===== config.mk =====
export PLATFORM = sky130hd
export DESIGN_NAME = cpu_event_debug_entry
export DESIGN_NICKNAME = d
export VERILOG_FILES = /design/src/hw/cpu_evt_pkg.sv /design/src/hw/evt_prio_pick.sv /design/src/hw/prot_check.sv /design/src/hw/cpu_event_debug_entry.sv
export SDC_FILE = /design/constraint.sdc
export NUM_CORES = 1
export LEC_CHECK = 0
export BUFFER_PORTS_ARGS = -buffer_cell sky130_fd_sc_hd__buf_4
export CAP_MARGIN = 10
export CORE_ASPECT_RATIO = 1.2
export CORE_MARGIN = 3
export CORE_UTILIZATION = 35
export DETAILED_ROUTE_END_ITERATION = 10
export SYNTH_ARGS = -nofsm -noshare
export SYNTH_HDL_FRONTEND = slang
export SYNTH_SLANG_ARGS = --single-unit

===== constraint.sdc =====
create_clock -name ref_clk -period 11.9 [get_ports ref_clk]
set_input_delay 0.595 -clock ref_clk [delete_from_list [all_inputs] [get_ports ref_clk]]
set_output_delay 0.595 -clock ref_clk [all_outputs]
set_load 0.05 [all_outputs]

===== src/hw/cpu_evt_pkg.sv =====
// constants for the core event entry and debug mode logic
package cpu_evt_pkg;
  localparam int          NUM_EVT        = 8;
  localparam int          EVT_W          = 3;
  localparam int          NUM_PROT       = 8;
  localparam int          AUTOVEC_W      = 14;
  localparam int          AUTOVEC_BYTES  = 16384;

  localparam logic [31:0] RESET_VECTOR   = 32'h8000_0000;

  // event slots, lower index wins
  localparam int          EVT_I_MULTI    = 0;
  localparam int          EVT_I_MISS     = 1;
  localparam int          EVT_I_PROT     = 2;
  localparam int          EVT_D_MULTI    = 3;
  localparam int          EVT_D_MISS     = 4;
  localparam int          EVT_D_PROT     = 5;
  localparam int          EVT_SCALL      = 6;
  localparam int          EVT_IRQ        = 7;

  // handler offsets from the event vector base
  localparam logic [13:0] OFS_I_MULTI    = 14'h000c;
  localparam logic [13:0] OFS_I_PROT     = 14'h0014;
  localparam logic [13:0] OFS_D_MULTI    = 14'h0010;
  localparam logic [13:0] OFS_D_PROT     = 14'h0018;
  localparam logic [13:0] OFS_DEBUG      = 14'h001c;
  localparam logic [13:0] OFS_I_MISS     = 14'h0050;
  localparam logic [13:0] OFS_D_MISS     = 14'h0060;
  localparam logic [13:0] OFS_SCALL      = 14'h0100;

  // status register layout
  localparam int          SR_DM_BIT      = 21;
  localparam int          SR_MODE_LO     = 22;
  localparam int          SR_MODE_HI     = 24;
  localparam int          SR_D_BIT       = 30;
  localparam logic [31:0] SR_RESET       = 32'h0040_0000;

  localparam logic [2:0]  MODE_APP       = 3'h0;
  localparam logic [2:0]  MODE_SUP       = 3'h1;
  localparam logic [2:0]  MODE_INT0      = 3'h2;
  localparam logic [2:0]  MODE_EXC       = 3'h6;

  typedef enum logic [1:0] {
    ST_BOOT  = 2'h0,
    ST_RUN   = 2'h1,
    ST_DEBUG = 2'h3
  } core_state_e;

  function automatic logic [13:0] evt_offset(input logic [2:0] code);
    case (code)
      3'h0:    evt_offset = OFS_I_MULTI;
      3'h1:    evt_offset = OFS_I_MISS;
      3'h2:    evt_offset = OFS_I_PROT;
      3'h3:    evt_offset = OFS_D_MULTI;
      3'h4:    evt_offset = OFS_D_MISS;
      3'h5:    evt_offset = OFS_D_PROT;
      3'h6:    evt_offset = OFS_SCALL;
      default: evt_offset = 14'h0000;
    endcase
  endfunction

  function automatic logic [31:0] with_mode(input logic [31:0] sr, input logic [2:0] m);
    logic [31:0] r;
    r = sr;
    r[SR_MODE_HI:SR_MODE_LO] = m;
    with_mode = r;
  endfunction
endpackage


===== src/hw/evt_prio_pick.sv =====
// fixed priority picker, lowest set index wins
`timescale 1ns/100ps
`default_nettype none
module evt_prio_pick #(
  parameter int N = 8,
  parameter int W = 3
) (
  // request vector
  input  wire logic [N-1:0] req,
  // winner
  output logic              valid,
  output logic [W-1:0]      idx
);
  always_comb begin
    valid = 1'b0;
    idx   = '0;
    for (int i = N - 1; i >= 0; i--) begin
      if (req[i]) begin
        valid = 1'b1;
        idx   = W'(i);
      end
    end
  end
endmodule // evt_prio_pick
`default_nettype wire


===== src/hw/prot_check.sv =====
// classifies one access against the protection entry hits
`timescale 1ns/100ps
`default_nettype none
module prot_check #(
  parameter int N = 8
) (
  // access and per-entry results
  input  wire logic         acc_valid,
  input  wire logic [N-1:0] hit,
  input  wire logic [N-1:0] perm_ok,
  // exception classes
  output logic              miss,
  output logic              multi,
  output logic              viol
);
  localparam int CW = $clog2(N + 1);
  logic [CW-1:0] cnt;

  always_comb begin
    cnt = '0;
    for (int i = 0; i < N; i++) begin
      cnt = cnt + CW'(hit[i]);
    end
    miss  = acc_valid && (cnt == '0);
    multi = acc_valid && (cnt > CW'(1));
    // a lone hit still faults if its permission is missing
    viol  = acc_valid && (cnt == CW'(1)) && ((hit & ~perm_ok) != '0);
  end
endmodule // prot_check
`default_nettype wire


===== src/hw/cpu_event_debug_entry.sv =====
// event entry, vectoring and debug mode control of the core
//
// Overview of operation
// - A debug request enters Debug mode unless the status debug mask bit is set.
// - Entry sets the debug-active flag and redirects fetch to the debug handler.
// - Debug mode runs in exception context and saves pc and status in debug return registers.
// - In Debug mode the status mode bits may be written freely.
// - The debug return instruction leaves Debug mode and restores the saved context.
// - After reset fetching starts at the fixed reset vector in boot flash.
// - Miss exceptions and supervisor calls use dedicated offsets, each other exception its own.
// - Protection violations and unmatched addresses raise protection and miss exceptions.
// - An address matching several protection entries raises the multiple-hit exception.
// - Interrupt handlers sit at the base plus a 14-bit autovector from the controller.
// - Several events on one instruction are serviced in a fixed priority order.
// - Events on the oldest instruction go before those on younger ones.
// - Supervisor call and return push and pop return address and status on the stack.
// - Supervisor return restores the context the call was issued from.
`timescale 1ns/100ps
`default_nettype none
module cpu_event_debug_entry
  import cpu_evt_pkg::*;
(
  // clock and reset
  input  wire logic                 ref_clk,
  input  wire logic                 sys_rst,
  // pipeline context
  input  wire logic [31:0]          event_vector_base,
  input  wire logic [31:0]          ret_pc,
  input  wire logic [NUM_EVT-1:0]   old_evt,
  input  wire logic [NUM_EVT-1:0]   young_evt,
  // protection checks
  input  wire logic                 instr_acc_valid,
  input  wire logic [NUM_PROT-1:0]  instr_hit,
  input  wire logic [NUM_PROT-1:0]  instr_perm_ok,
  input  wire logic                 data_acc_valid,
  input  wire logic [NUM_PROT-1:0]  data_hit,
  input  wire logic [NUM_PROT-1:0]  data_perm_ok,
  // interrupt controller
  input  wire logic [AUTOVEC_W-1:0] irq_autovec,
  // debug module and return instructions
  input  wire logic                 dbg_req,
  input  wire logic                 retd_exec,
  input  wire logic                 rets_exec,
  input  wire logic [31:0]          stack_ret_pc,
  input  wire logic [31:0]          stack_ret_sr,
  // status register writes
  input  wire logic                 sr_wr_en,
  input  wire logic [31:0]          sr_wr_data,
  // fetch redirect
  output logic                      fetch_redirect_q,
  output logic [31:0]               fetch_addr_q,
  // status and debug state
  output logic [31:0]               sr_q,
  output logic                      debug_active_flag_q,
  output logic [31:0]               dbg_ret_pc_q,
  output logic [31:0]               dbg_ret_sr_q,
  // system stack
  output logic                      stack_push_q,
  output logic [31:0]               stack_push_pc_q,
  output logic [31:0]               stack_push_sr_q,
  output logic                      stack_pop_q,
  // event report
  output logic                      evt_taken_q,
  output logic [EVT_W-1:0]          evt_code_q,
  output logic                      evt_old_q
);
  core_state_e        state_q, state_d;
  logic               fetch_redirect_d;
  logic [31:0]        fetch_addr_d, sr_d, dbg_ret_pc_d, dbg_ret_sr_d;
  logic               stack_push_d, stack_pop_d, evt_taken_d, evt_old_d;
  logic [31:0]        stack_push_pc_d, stack_push_sr_d;
  logic [EVT_W-1:0]   evt_code_d;

  logic               i_miss, i_multi, i_viol, d_miss, d_multi, d_viol;
  logic [NUM_EVT-1:0] old_vec, young_vec;
  logic               old_v, young_v, evt_any;
  logic [EVT_W-1:0]   old_idx, young_idx, take_idx;
  logic               dbg_enter;
  logic [31:0]        sr_wr_mask;

  prot_check #(.N(NUM_PROT)) u_instr_protection_check (
    .acc_valid (instr_acc_valid),
    .hit       (instr_hit),
    .perm_ok   (instr_perm_ok),
    .miss      (i_miss),
    .multi     (i_multi),
    .viol      (i_viol)
  );

  prot_check #(.N(NUM_PROT)) u_data_protection_check (
    .acc_valid (data_acc_valid),
    .hit       (data_hit),
    .perm_ok   (data_perm_ok),
    .miss      (d_miss),
    .multi     (d_multi),
    .viol      (d_viol)
  );

  // fetch-side checks belong to the younger instruction, data-side to the oldest
  always_comb begin
    old_vec                = old_evt;
    old_vec[EVT_D_MULTI]   = old_evt[EVT_D_MULTI] | d_multi;
    old_vec[EVT_D_MISS]    = old_evt[EVT_D_MISS] | d_miss;
    old_vec[EVT_D_PROT]    = old_evt[EVT_D_PROT] | d_viol;
    young_vec              = young_evt;
    young_vec[EVT_I_MULTI] = young_evt[EVT_I_MULTI] | i_multi;
    young_vec[EVT_I_MISS]  = young_evt[EVT_I_MISS] | i_miss;
    young_vec[EVT_I_PROT]  = young_evt[EVT_I_PROT] | i_viol;
  end

  evt_prio_pick #(.N(NUM_EVT), .W(EVT_W)) u_old_pick (
    .req   (old_vec),
    .valid (old_v),
    .idx   (old_idx)
  );

  evt_prio_pick #(.N(NUM_EVT), .W(EVT_W)) u_young_pick (
    .req   (young_vec),
    .valid (young_v),
    .idx   (young_idx)
  );

  assign evt_any   = (state_q != ST_BOOT) && (old_v || young_v);
  assign take_idx  = old_v ? old_idx : young_idx;
  assign dbg_enter = (state_q == ST_RUN) && !evt_any && !rets_exec && dbg_req
                     && !sr_q[SR_DM_BIT];

  // the debug flag stays hardware owned; mode and mask need privilege outside debug
  always_comb begin
    sr_wr_mask           = 32'hffff_ffff;
    sr_wr_mask[SR_D_BIT] = 1'b0;
    if (state_q != ST_DEBUG && sr_q[SR_MODE_HI:SR_MODE_LO] == MODE_APP) begin
      sr_wr_mask[SR_MODE_HI:SR_MODE_LO] = 3'h0;
      sr_wr_mask[SR_DM_BIT]             = 1'b0;
    end
  end

  always_comb begin
    state_d          = state_q;
    fetch_redirect_d = 1'b0;
    fetch_addr_d     = fetch_addr_q;
    sr_d             = sr_q;
    dbg_ret_pc_d     = dbg_ret_pc_q;
    dbg_ret_sr_d     = dbg_ret_sr_q;
    stack_push_d     = 1'b0;
    stack_push_pc_d  = stack_push_pc_q;
    stack_push_sr_d  = stack_push_sr_q;
    stack_pop_d      = 1'b0;
    evt_taken_d      = 1'b0;
    evt_code_d       = evt_code_q;
    evt_old_d        = evt_old_q;
    case (state_q)
      ST_BOOT: begin
        fetch_redirect_d = 1'b1;
        fetch_addr_d     = RESET_VECTOR;
        state_d          = ST_RUN;
      end
      ST_RUN, ST_DEBUG: begin
        if (evt_any) begin
          fetch_redirect_d = 1'b1;
          evt_taken_d      = 1'b1;
          evt_code_d       = take_idx;
          evt_old_d        = old_v;
          if (take_idx == EVT_W'(EVT_IRQ)) begin
            fetch_addr_d = event_vector_base + {18'h0, irq_autovec};
            sr_d         = with_mode(sr_q, MODE_INT0);
          end else if (take_idx == EVT_W'(EVT_SCALL)) begin
            fetch_addr_d    = event_vector_base + {18'h0, OFS_SCALL};
            sr_d            = with_mode(sr_q, MODE_SUP);
            stack_push_d    = 1'b1;
            stack_push_pc_d = ret_pc;
            stack_push_sr_d = sr_q;
          end else begin
            fetch_addr_d = event_vector_base + {18'h0, evt_offset(take_idx)};
            sr_d         = with_mode(sr_q, MODE_EXC);
          end
        end else if (state_q == ST_DEBUG && retd_exec) begin
          fetch_redirect_d = 1'b1;
          fetch_addr_d     = dbg_ret_pc_q;
          sr_d             = dbg_ret_sr_q;
          sr_d[SR_D_BIT]   = 1'b0;
          state_d          = ST_RUN;
        end else if (rets_exec) begin
          // popped words arrive alongside the return instruction
          fetch_redirect_d = 1'b1;
          stack_pop_d      = 1'b1;
          fetch_addr_d     = stack_ret_pc;
          sr_d             = stack_ret_sr;
          sr_d[SR_D_BIT]   = sr_q[SR_D_BIT];
        end else if (dbg_enter) begin
          fetch_redirect_d = 1'b1;
          fetch_addr_d     = event_vector_base + {18'h0, OFS_DEBUG};
          dbg_ret_pc_d     = ret_pc;
          dbg_ret_sr_d     = sr_q;
          sr_d             = with_mode(sr_q, MODE_EXC);
          sr_d[SR_D_BIT]   = 1'b1;
          state_d          = ST_DEBUG;
        end else if (sr_wr_en) begin
          sr_d = (sr_q & ~sr_wr_mask) | (sr_wr_data & sr_wr_mask);
        end
      end
      default: begin
        state_d = ST_BOOT;
      end
    endcase
  end

  always_ff @(posedge ref_clk) begin
    if (sys_rst) begin
      state_q          <= ST_BOOT;
      fetch_redirect_q <= 1'b0;
      fetch_addr_q     <= RESET_VECTOR;
      sr_q             <= SR_RESET;
      dbg_ret_pc_q     <= 32'h0000_0000;
      dbg_ret_sr_q     <= 32'h0000_0000;
      stack_push_q     <= 1'b0;
      stack_push_pc_q  <= 32'h0000_0000;
      stack_push_sr_q  <= 32'h0000_0000;
      stack_pop_q      <= 1'b0;
      evt_taken_q      <= 1'b0;
      evt_code_q       <= '0;
      evt_old_q        <= 1'b0;
    end else begin
      state_q          <= state_d;
      fetch_redirect_q <= fetch_redirect_d;
      fetch_addr_q     <= fetch_addr_d;
      sr_q             <= sr_d;
      dbg_ret_pc_q     <= dbg_ret_pc_d;
      dbg_ret_sr_q     <= dbg_ret_sr_d;
      stack_push_q     <= stack_push_d;
      stack_push_pc_q  <= stack_push_pc_d;
      stack_push_sr_q  <= stack_push_sr_d;
      stack_pop_q      <= stack_pop_d;
      evt_taken_q      <= evt_taken_d;
      evt_code_q       <= evt_code_d;
      evt_old_q        <= evt_old_d;
    end
  end

  // flag mirrors the status bit so both always agree
  assign debug_active_flag_q = sr_q[SR_D_BIT];
endmodule // cpu_event_debug_entry
`default_nettype wire


# Word-level counts from Yosys, hierarchy flattened
# Index checks and enable logic that the tools add are counted.
[word_totals] regBits=202
[op_classes] add_sub_neg=18 magnitude_cmp=2 eq_ne=18 muxes=66 bitwise_logic=19 n_reduce_logical=43
[op_table] operator="$mux 32" n=11
[op_table] operator="$add 32x14->32" n=2
[op_table] operator="$and 32x32->32" n=2
[op_table] operator="$pmux 32 s2" n=1
[op_table] operator="$mux 14" n=4
[op_table] operator="$mux 3" n=17
[op_table] operator="$mux 25" n=2
[op_table] operator="$add 4x1->4" n=12
[op_table] operator="$pmux 7 s6" n=1
[op_table] operator="$add 32x5->32 const B" n=1
[op_table] operator="$add 32x9->32 const B" n=1
[op_table] operator="$not 32->32" n=1
[op_table] operator="$or 32x32->32" n=1
[op_table] operator="$mux 1" n=23
[op_table] operator="$and 8x8->8" n=2
[op_table] operator="$not 8->8" n=2
[op_table] operator="$reduce_bool 8->1" n=2
[op_table] operator="$logic_and 1x1->1" n=15
[op_table] operator="$eq 3x3->1 const B" n=4
[op_table] operator="$reduce_and 4->1" n=3
[op_table] operator="$eq 4x1->1 const B" n=2
[op_table] operator="$gt 4x1->1 const B" n=2
[op_table] operator="$logic_not 4->1" n=2
[op_table] operator="$mux 2" n=4
[op_table] operator="27 further kinds" n=49

# Logic depth before layout (Yosys ltp)
[logic_depth] ltp_word=29 depth_mapped=29 depth_no_buf=27

# Modules after synthesis
# A second synthesis with hierarchy kept.
[hier_totals] cells_unflattened=1558 area_unflattened_um2=11441.0
[by_module_without_submodules] mod="cpu_event_debug_entry" instances=1 cells_each=1466 area_per_inst_um2=10755.3
[by_module_without_submodules] mod="prot_check" instances=2 cells_each=33 area_per_inst_um2=262.8
[by_module_without_submodules] mod="evt_prio_pick" instances=2 cells_each=13 area_per_inst_um2=80.1

# Worst setup path after synthesis
# No wires, ideal clock.
[synth_path] path_kind="in2reg" from="input data_hit[0]" to="register fetch_addr_q[26]" arrival_time_ps=6552 slack_ps=5231 stages=27 path_buffers=2 cell_sequence="ha_1 > inv_1 > fa_1 > fa_1 > fa_1 > fa_1 > nand4bb_1 > o211ai_2 > and3_1 > o211ai_1 > or4_4 > nand2_1 > buf_2 > xnor2_1 > nand2b_1 > fa_1 > nor2b_1 > o21ai_0 > a21boi_0 > o21ai_0 > o311ai_1 > o211a_1 > mux2i_1 > buf_4 > o31ai_1 > nand3_1 > a32o_1"
[synth_between] elab_chain_len=29
[synth_rtl] item="start: declaration" line_no="cpu_event_debug_entry.sv:36" rtl="input wire logic [NUM_PROT-1:0] data_hit,"
[synth_rtl] item="$add 1x1->2" line_no="prot_check.sv:22" rtl="cnt = cnt + CW'(hit[i]);"
[synth_rtl] item="$add 4x1->4 (6 in series)" line_no="prot_check.sv:22"
[synth_rtl] item="$eq 4x1->1" line_no="prot_check.sv:27" rtl="viol = acc_valid && (cnt == CW'(1)) && ((hit & ~perm_ok) != '0);"
[synth_rtl] item="$logic_and 1x1->1 (2 in series)" line_no="prot_check.sv:27"
[synth_rtl] item="$or 1x1->1" line_no="cpu_event_debug_entry.sv:104" rtl="old_vec[EVT_D_PROT] = old_evt[EVT_D_PROT] | d_viol;"
[synth_rtl] item="$mux 3 or $mux 1 (tied branches) (6 in series)" line_no="evt_prio_pick.sv:18" rtl="if (req[i]) begin"
[synth_rtl] item="$mux 3" line_no="cpu_event_debug_entry.sv:124" rtl="assign take_idx = old_v ? old_idx : young_idx;"
[synth_rtl] item="$eq 3x3->1, or another cell as far along" line_no="cpu_evt_pkg.sv:50" rtl="case (code)"
[synth_rtl] item="[2 not listed]"
[synth_rtl] item="$mux 14" line_no="cpu_event_debug_entry.sv:164" rtl="if (take_idx == EVT_W'(EVT_IRQ)) begin"
[synth_rtl] item="$mux 14" line_no="cpu_event_debug_entry.sv:159" rtl="if (evt_any) begin"
[synth_rtl] item="$mux 14" line_no="cpu_event_debug_entry.sv:152" rtl="case (state_q)"
[synth_rtl] item="$add 32x14->32" line_no="cpu_event_debug_entry.sv:174" rtl="fetch_addr_d = event_vector_base + {18'h0, evt_offset(take_idx)};"
[synth_rtl] item="$mux 32" line_no="cpu_event_debug_entry.sv:167" rtl="end else if (take_idx == EVT_W'(EVT_SCALL)) begin"
[synth_rtl] item="$mux 32" line_no="cpu_event_debug_entry.sv:164"
[synth_rtl] item="$mux 32" line_no="cpu_event_debug_entry.sv:159"
[synth_rtl] item="$pmux 32 s2" line_no="cpu_event_debug_entry.sv:152"
[synth_rtl] item="end signal: assignment" line_no="cpu_event_debug_entry.sv:226" rtl="fetch_addr_q <= fetch_addr_d;"
[synth_rtl] item="end: declaration" line_no="cpu_event_debug_entry.sv:51" rtl="output logic [31:0] fetch_addr_q,"
# Several ways; a longest one is shown, not always the timed one. The select of a mux whose other input is x is not followed.
# A chain may end at the register's enable or synchronous reset.

# Final worst setup path
[layout_path] from="input data_hit[1]" to="register fetch_addr_q[26]"
# Same word-level chain as after synthesis.

==> key figures <==
Place
  • Hpwl dp: 37,700 um
  • Global placement routability congestion: 0.927
  • Pre-CTS setup slack: 4150 ps
  • Port bufs: 428
  • Placed instance count: 2,295
  • Cell Area, Placed: 14,800 um2

Synth
  • Synth Cell Area: 11,400 um2
  • Synthesized Nets: 1,823
  • Area leader, netlist: dfxtp_1
  • Distinct cells, synth: 77
  • Post-synth EDFFs: 0
  • Top FF cell, synth: dfxtp_1
  • Syn avg cell area: 7.35 um2
  • YS warnings: 0
  • Yosys reg bits: 202
  • Yosys top cell area share: 35.4%
  • Asr flop ratio synth: 0%
  • Seq/Total Area, Yosys: 35.4%
  • Mapped Cells: 1,556
  • Synth area leaders: dfxtp_1 (35%), nand2_1 (13%), a21oi_1 (11%)

Finish
  • Synth-to-Final Area Change: 36.5%
  • Commonest non-fill, non-tap cell in the layout: buf_4
  • Share of layout cells above drive strength 1: 26.1%
  • NumNets Final: 2,186
  • Non-filler cells, final: 2,338
  • Reg area: 4040 um2
  • Post-route cell area: 15,600 um2
  • Most frequent cells in the layout: buf_4 (440), nand2_1 (396), a21oi_1 (258)
  • Area occupied by multi-input gates: 6770 um2
  • Post-Route Utilization: 49.1%
  • Fillers: 3,240

Detailed routing
  • Number of nets with antenna violations after routing: 0
  • Drt via density: 5.38
  • Initial DRT Pass Iterations: 5
  • Wire per inst: 21.2 um
  • Initial drt markers: 861
  • Final wirelength: 49,600 um
  • DRC: 0
  • Vias: 12,600

Setup path
  • Startpoint Class: primary input
  • Worst R2R Path Depth: 7
  • WP data arrival: 7730 ps
  • Setup crit end kind: register
  • Crit Path Max Fanout: 12
  • Critical path class: primary input to register
  • CP required: 12,350 ps

Floorplan
  • Core Area: 31,800 um2
  • Die Span X: 171 um
  • Row Count: 71
  • Die area: 34,900 um2
  • Die Y: 204 um
  • Starting utilization of the core area: 35.9%
  • Num ports: 431

Clocking
  • Post-CTS setup buffer count: 0
  • CTS tree: yes
  • # H-tree levels: 1
  • Deepest clock path buffer count: 3
  • CTS Sinks: 202
  • CTS Buf Count: 23
  • Clk_lat worst skew: 520 ps
  • CTS Hold Bufs: 0
  • Clock Pin Slew Worst Setup and Hold Paths: 60 ps
  • Post-cts resize count: 0
  • Root Buffer: clkbuf_16

STA
  • Post-route worst setup slack: 4620 ps
  • Setup TNS: 0 ps
  • Slew headroom: 23.0%
  • Setup violators final: 0
  • Fmax: 137 MHz
  • Tcrit/Tclk final: 61.1%
  • Final Skew: 10.3 ps
  • Worst slew pin tran: 1150 ps
  • Fin crit period: 7280 ps
  • Final Max Tran Viols: 0
  • RSZ-0062 raised after global routing: no
  • Final hold vios: 0

GRT
  • Initial antenna violation count: 0
  • Gr usage total: 26.7%
  • First-pass GRT wire length: 72,400 um
  • Grt total ovfl: 0
  • Gr busiest metal: met2
  • M2 GR Usage: 48.3%
  • GRT met3 Usage: 5.90%
  • Largest net degree at the start of global routing: 99
  • Vias in the first global route: 12,100
  • Met1 Use GR: 30.1%

Pwr
  • Comb power frac: 19.5%
  • Sw Share: 28.7%
  • Clk network pwr share: 41.9%
  • VDD IR max: 112 uV
  • Leak: 6.48 nW
  • Cell Pwr Density: 116 nW/um2
  • P_int: 0.00129 W
  • Sequential share of power: 38.7%
  • Switching pwr: 0.000520 W

Min path
  • Hold Crit Depth: 3
  • Worst min path class: primary input to register

Flow run
  • Max-cap violations: 0

Run status
  • Status: finished clean
-- synthesized netlist by cell type (all sizes together), types with 15 or more instances --
master	number
xnor2	23
nor3	21
xor2	31
a21oi	258
ha	27
buf	39
nand3	31
o211ai	45
o21ai	99
mux2i	15
nor2	69
inv	43
dfxtp	202
nand2b	17
nand2	396
clkbuf	64
-- cell type report --
| type | count | share of cell area (%) |
|---|---|---|
| clock buffers | 32 | 4.29 |
| flip-flops and latches | 202 | 25.9 |
| multi-input cells | 1208 | 43.4 |
| well taps | 401 | 3.22 |
| repair buffers | 441 | 21.2 |
| diodes | 1 | 0.0160 |
| clock inverters | 10 | 0.938 |
| inverters | 43 | 1.03 |
-- through the flow --
| step | total power [W] | hold slack (ps) |
|---|---|---|
| 4_1_cts | 0.00183 | 299 |
| 3_3_place_gp | 0.00106 | 437 |
| 6_report | 0.00181 | 329 |
| 5_1_grt | 0.00189 | 312 |
| 3_5_place_dp | 0.00107 | 446 |
| 2_1_floorplan | 0.000918 | 657 |
-- metal layers --
layer | vias up | share of wire, % | routed length, um
met2 | 506 | 50 | 25000
li1 | 6136 | - | -
met4 | 0 | 4.2 | 2100
met1 | 5874 | 38 | 18600
met5 | - | 0 | 0
met3 | 74 | 7.8 | 3870
-- worst max-delay path, cell delays in order --
cell and delay, ps:
buf_4 120, ha_1 270, inv_1 50, fa_1 490, fa_1 430, fa_1 440
fa_1 570, nand3_1 100, o41ai_2 430, nor3_1 160, o211ai_1 500, or4_4 280
nand2_1 340, xnor2_1 360, nand2b_1 140, fa_1 450, nor2b_1 120, o21ai_0 110
a21boi_0 240, o21ai_0 160, o311ai_1 130, o211a_1 210, mux2i_1 70, buf_4 220
or4_1 470, nand3_1 90, a32o_1 160
-- power groups by stage --
stage	sequential (W)	clock, W	combinational (W)
final	0.000701	0.000759	0.000353
after global routing	0.000702	0.000803	0.000384
after CTS	0.000701	0.000780	0.000352
after detailed placement	0.000716	0	0.000352
after global placement	0.000716	0	0.000346
after floorplan	0.000752	0	0.000166
-- final timing paths --
check                               startpoint                                to  slack [ps]
hold / removal                      ret_pc[10]  stack_push_pc_q[10]$_SDFFE_PP0P_         330
setup / recovery                   data_hit[1]     fetch_addr_q[26]$_SDFFE_PP0P_        4620
setup reg to reg       state_q[0]$_SDFFE_PP0P_     fetch_addr_q[10]$_SDFFE_PP0P_        8780
hold reg to reg   fetch_addr_q[9]$_SDFFE_PP0P_      fetch_addr_q[9]$_SDFFE_PP0P_         450
-- state kept, by name, summed over array words and instances, names as in the netlist --
register / flops
stack_pop_q: 1
dbg_ret_pc_q: 32
stack_push_q: 1
fetch_addr_q: 32
stack_push_sr_q: 32
state_q: 2
fetch_redirect_q: 1
evt_code_q: 3
stack_push_pc_q: 32
sr_q: 32
dbg_ret_sr_q: 32
evt_taken_q: 1
evt_old_q: 1
-- logic make-up after synthesis --
| family | Yosys count | share of synthesized area, % |
|---|---|---|
| AND/OR/NAND/NOR | 613 | 23.5 |
| AO/OA/AOI/OAI | 488 | 25.1 |
| flip-flops | 202 | 35.4 |
| buffers and inverters | 146 | 5.71 |
| XOR/XNOR | 54 | 4.14 |
| adder cells (fa/ha/maj) | 37 | 4.71 |
| multiplexers | 16 | 1.41 |
(Power assumes the default switching activity.)
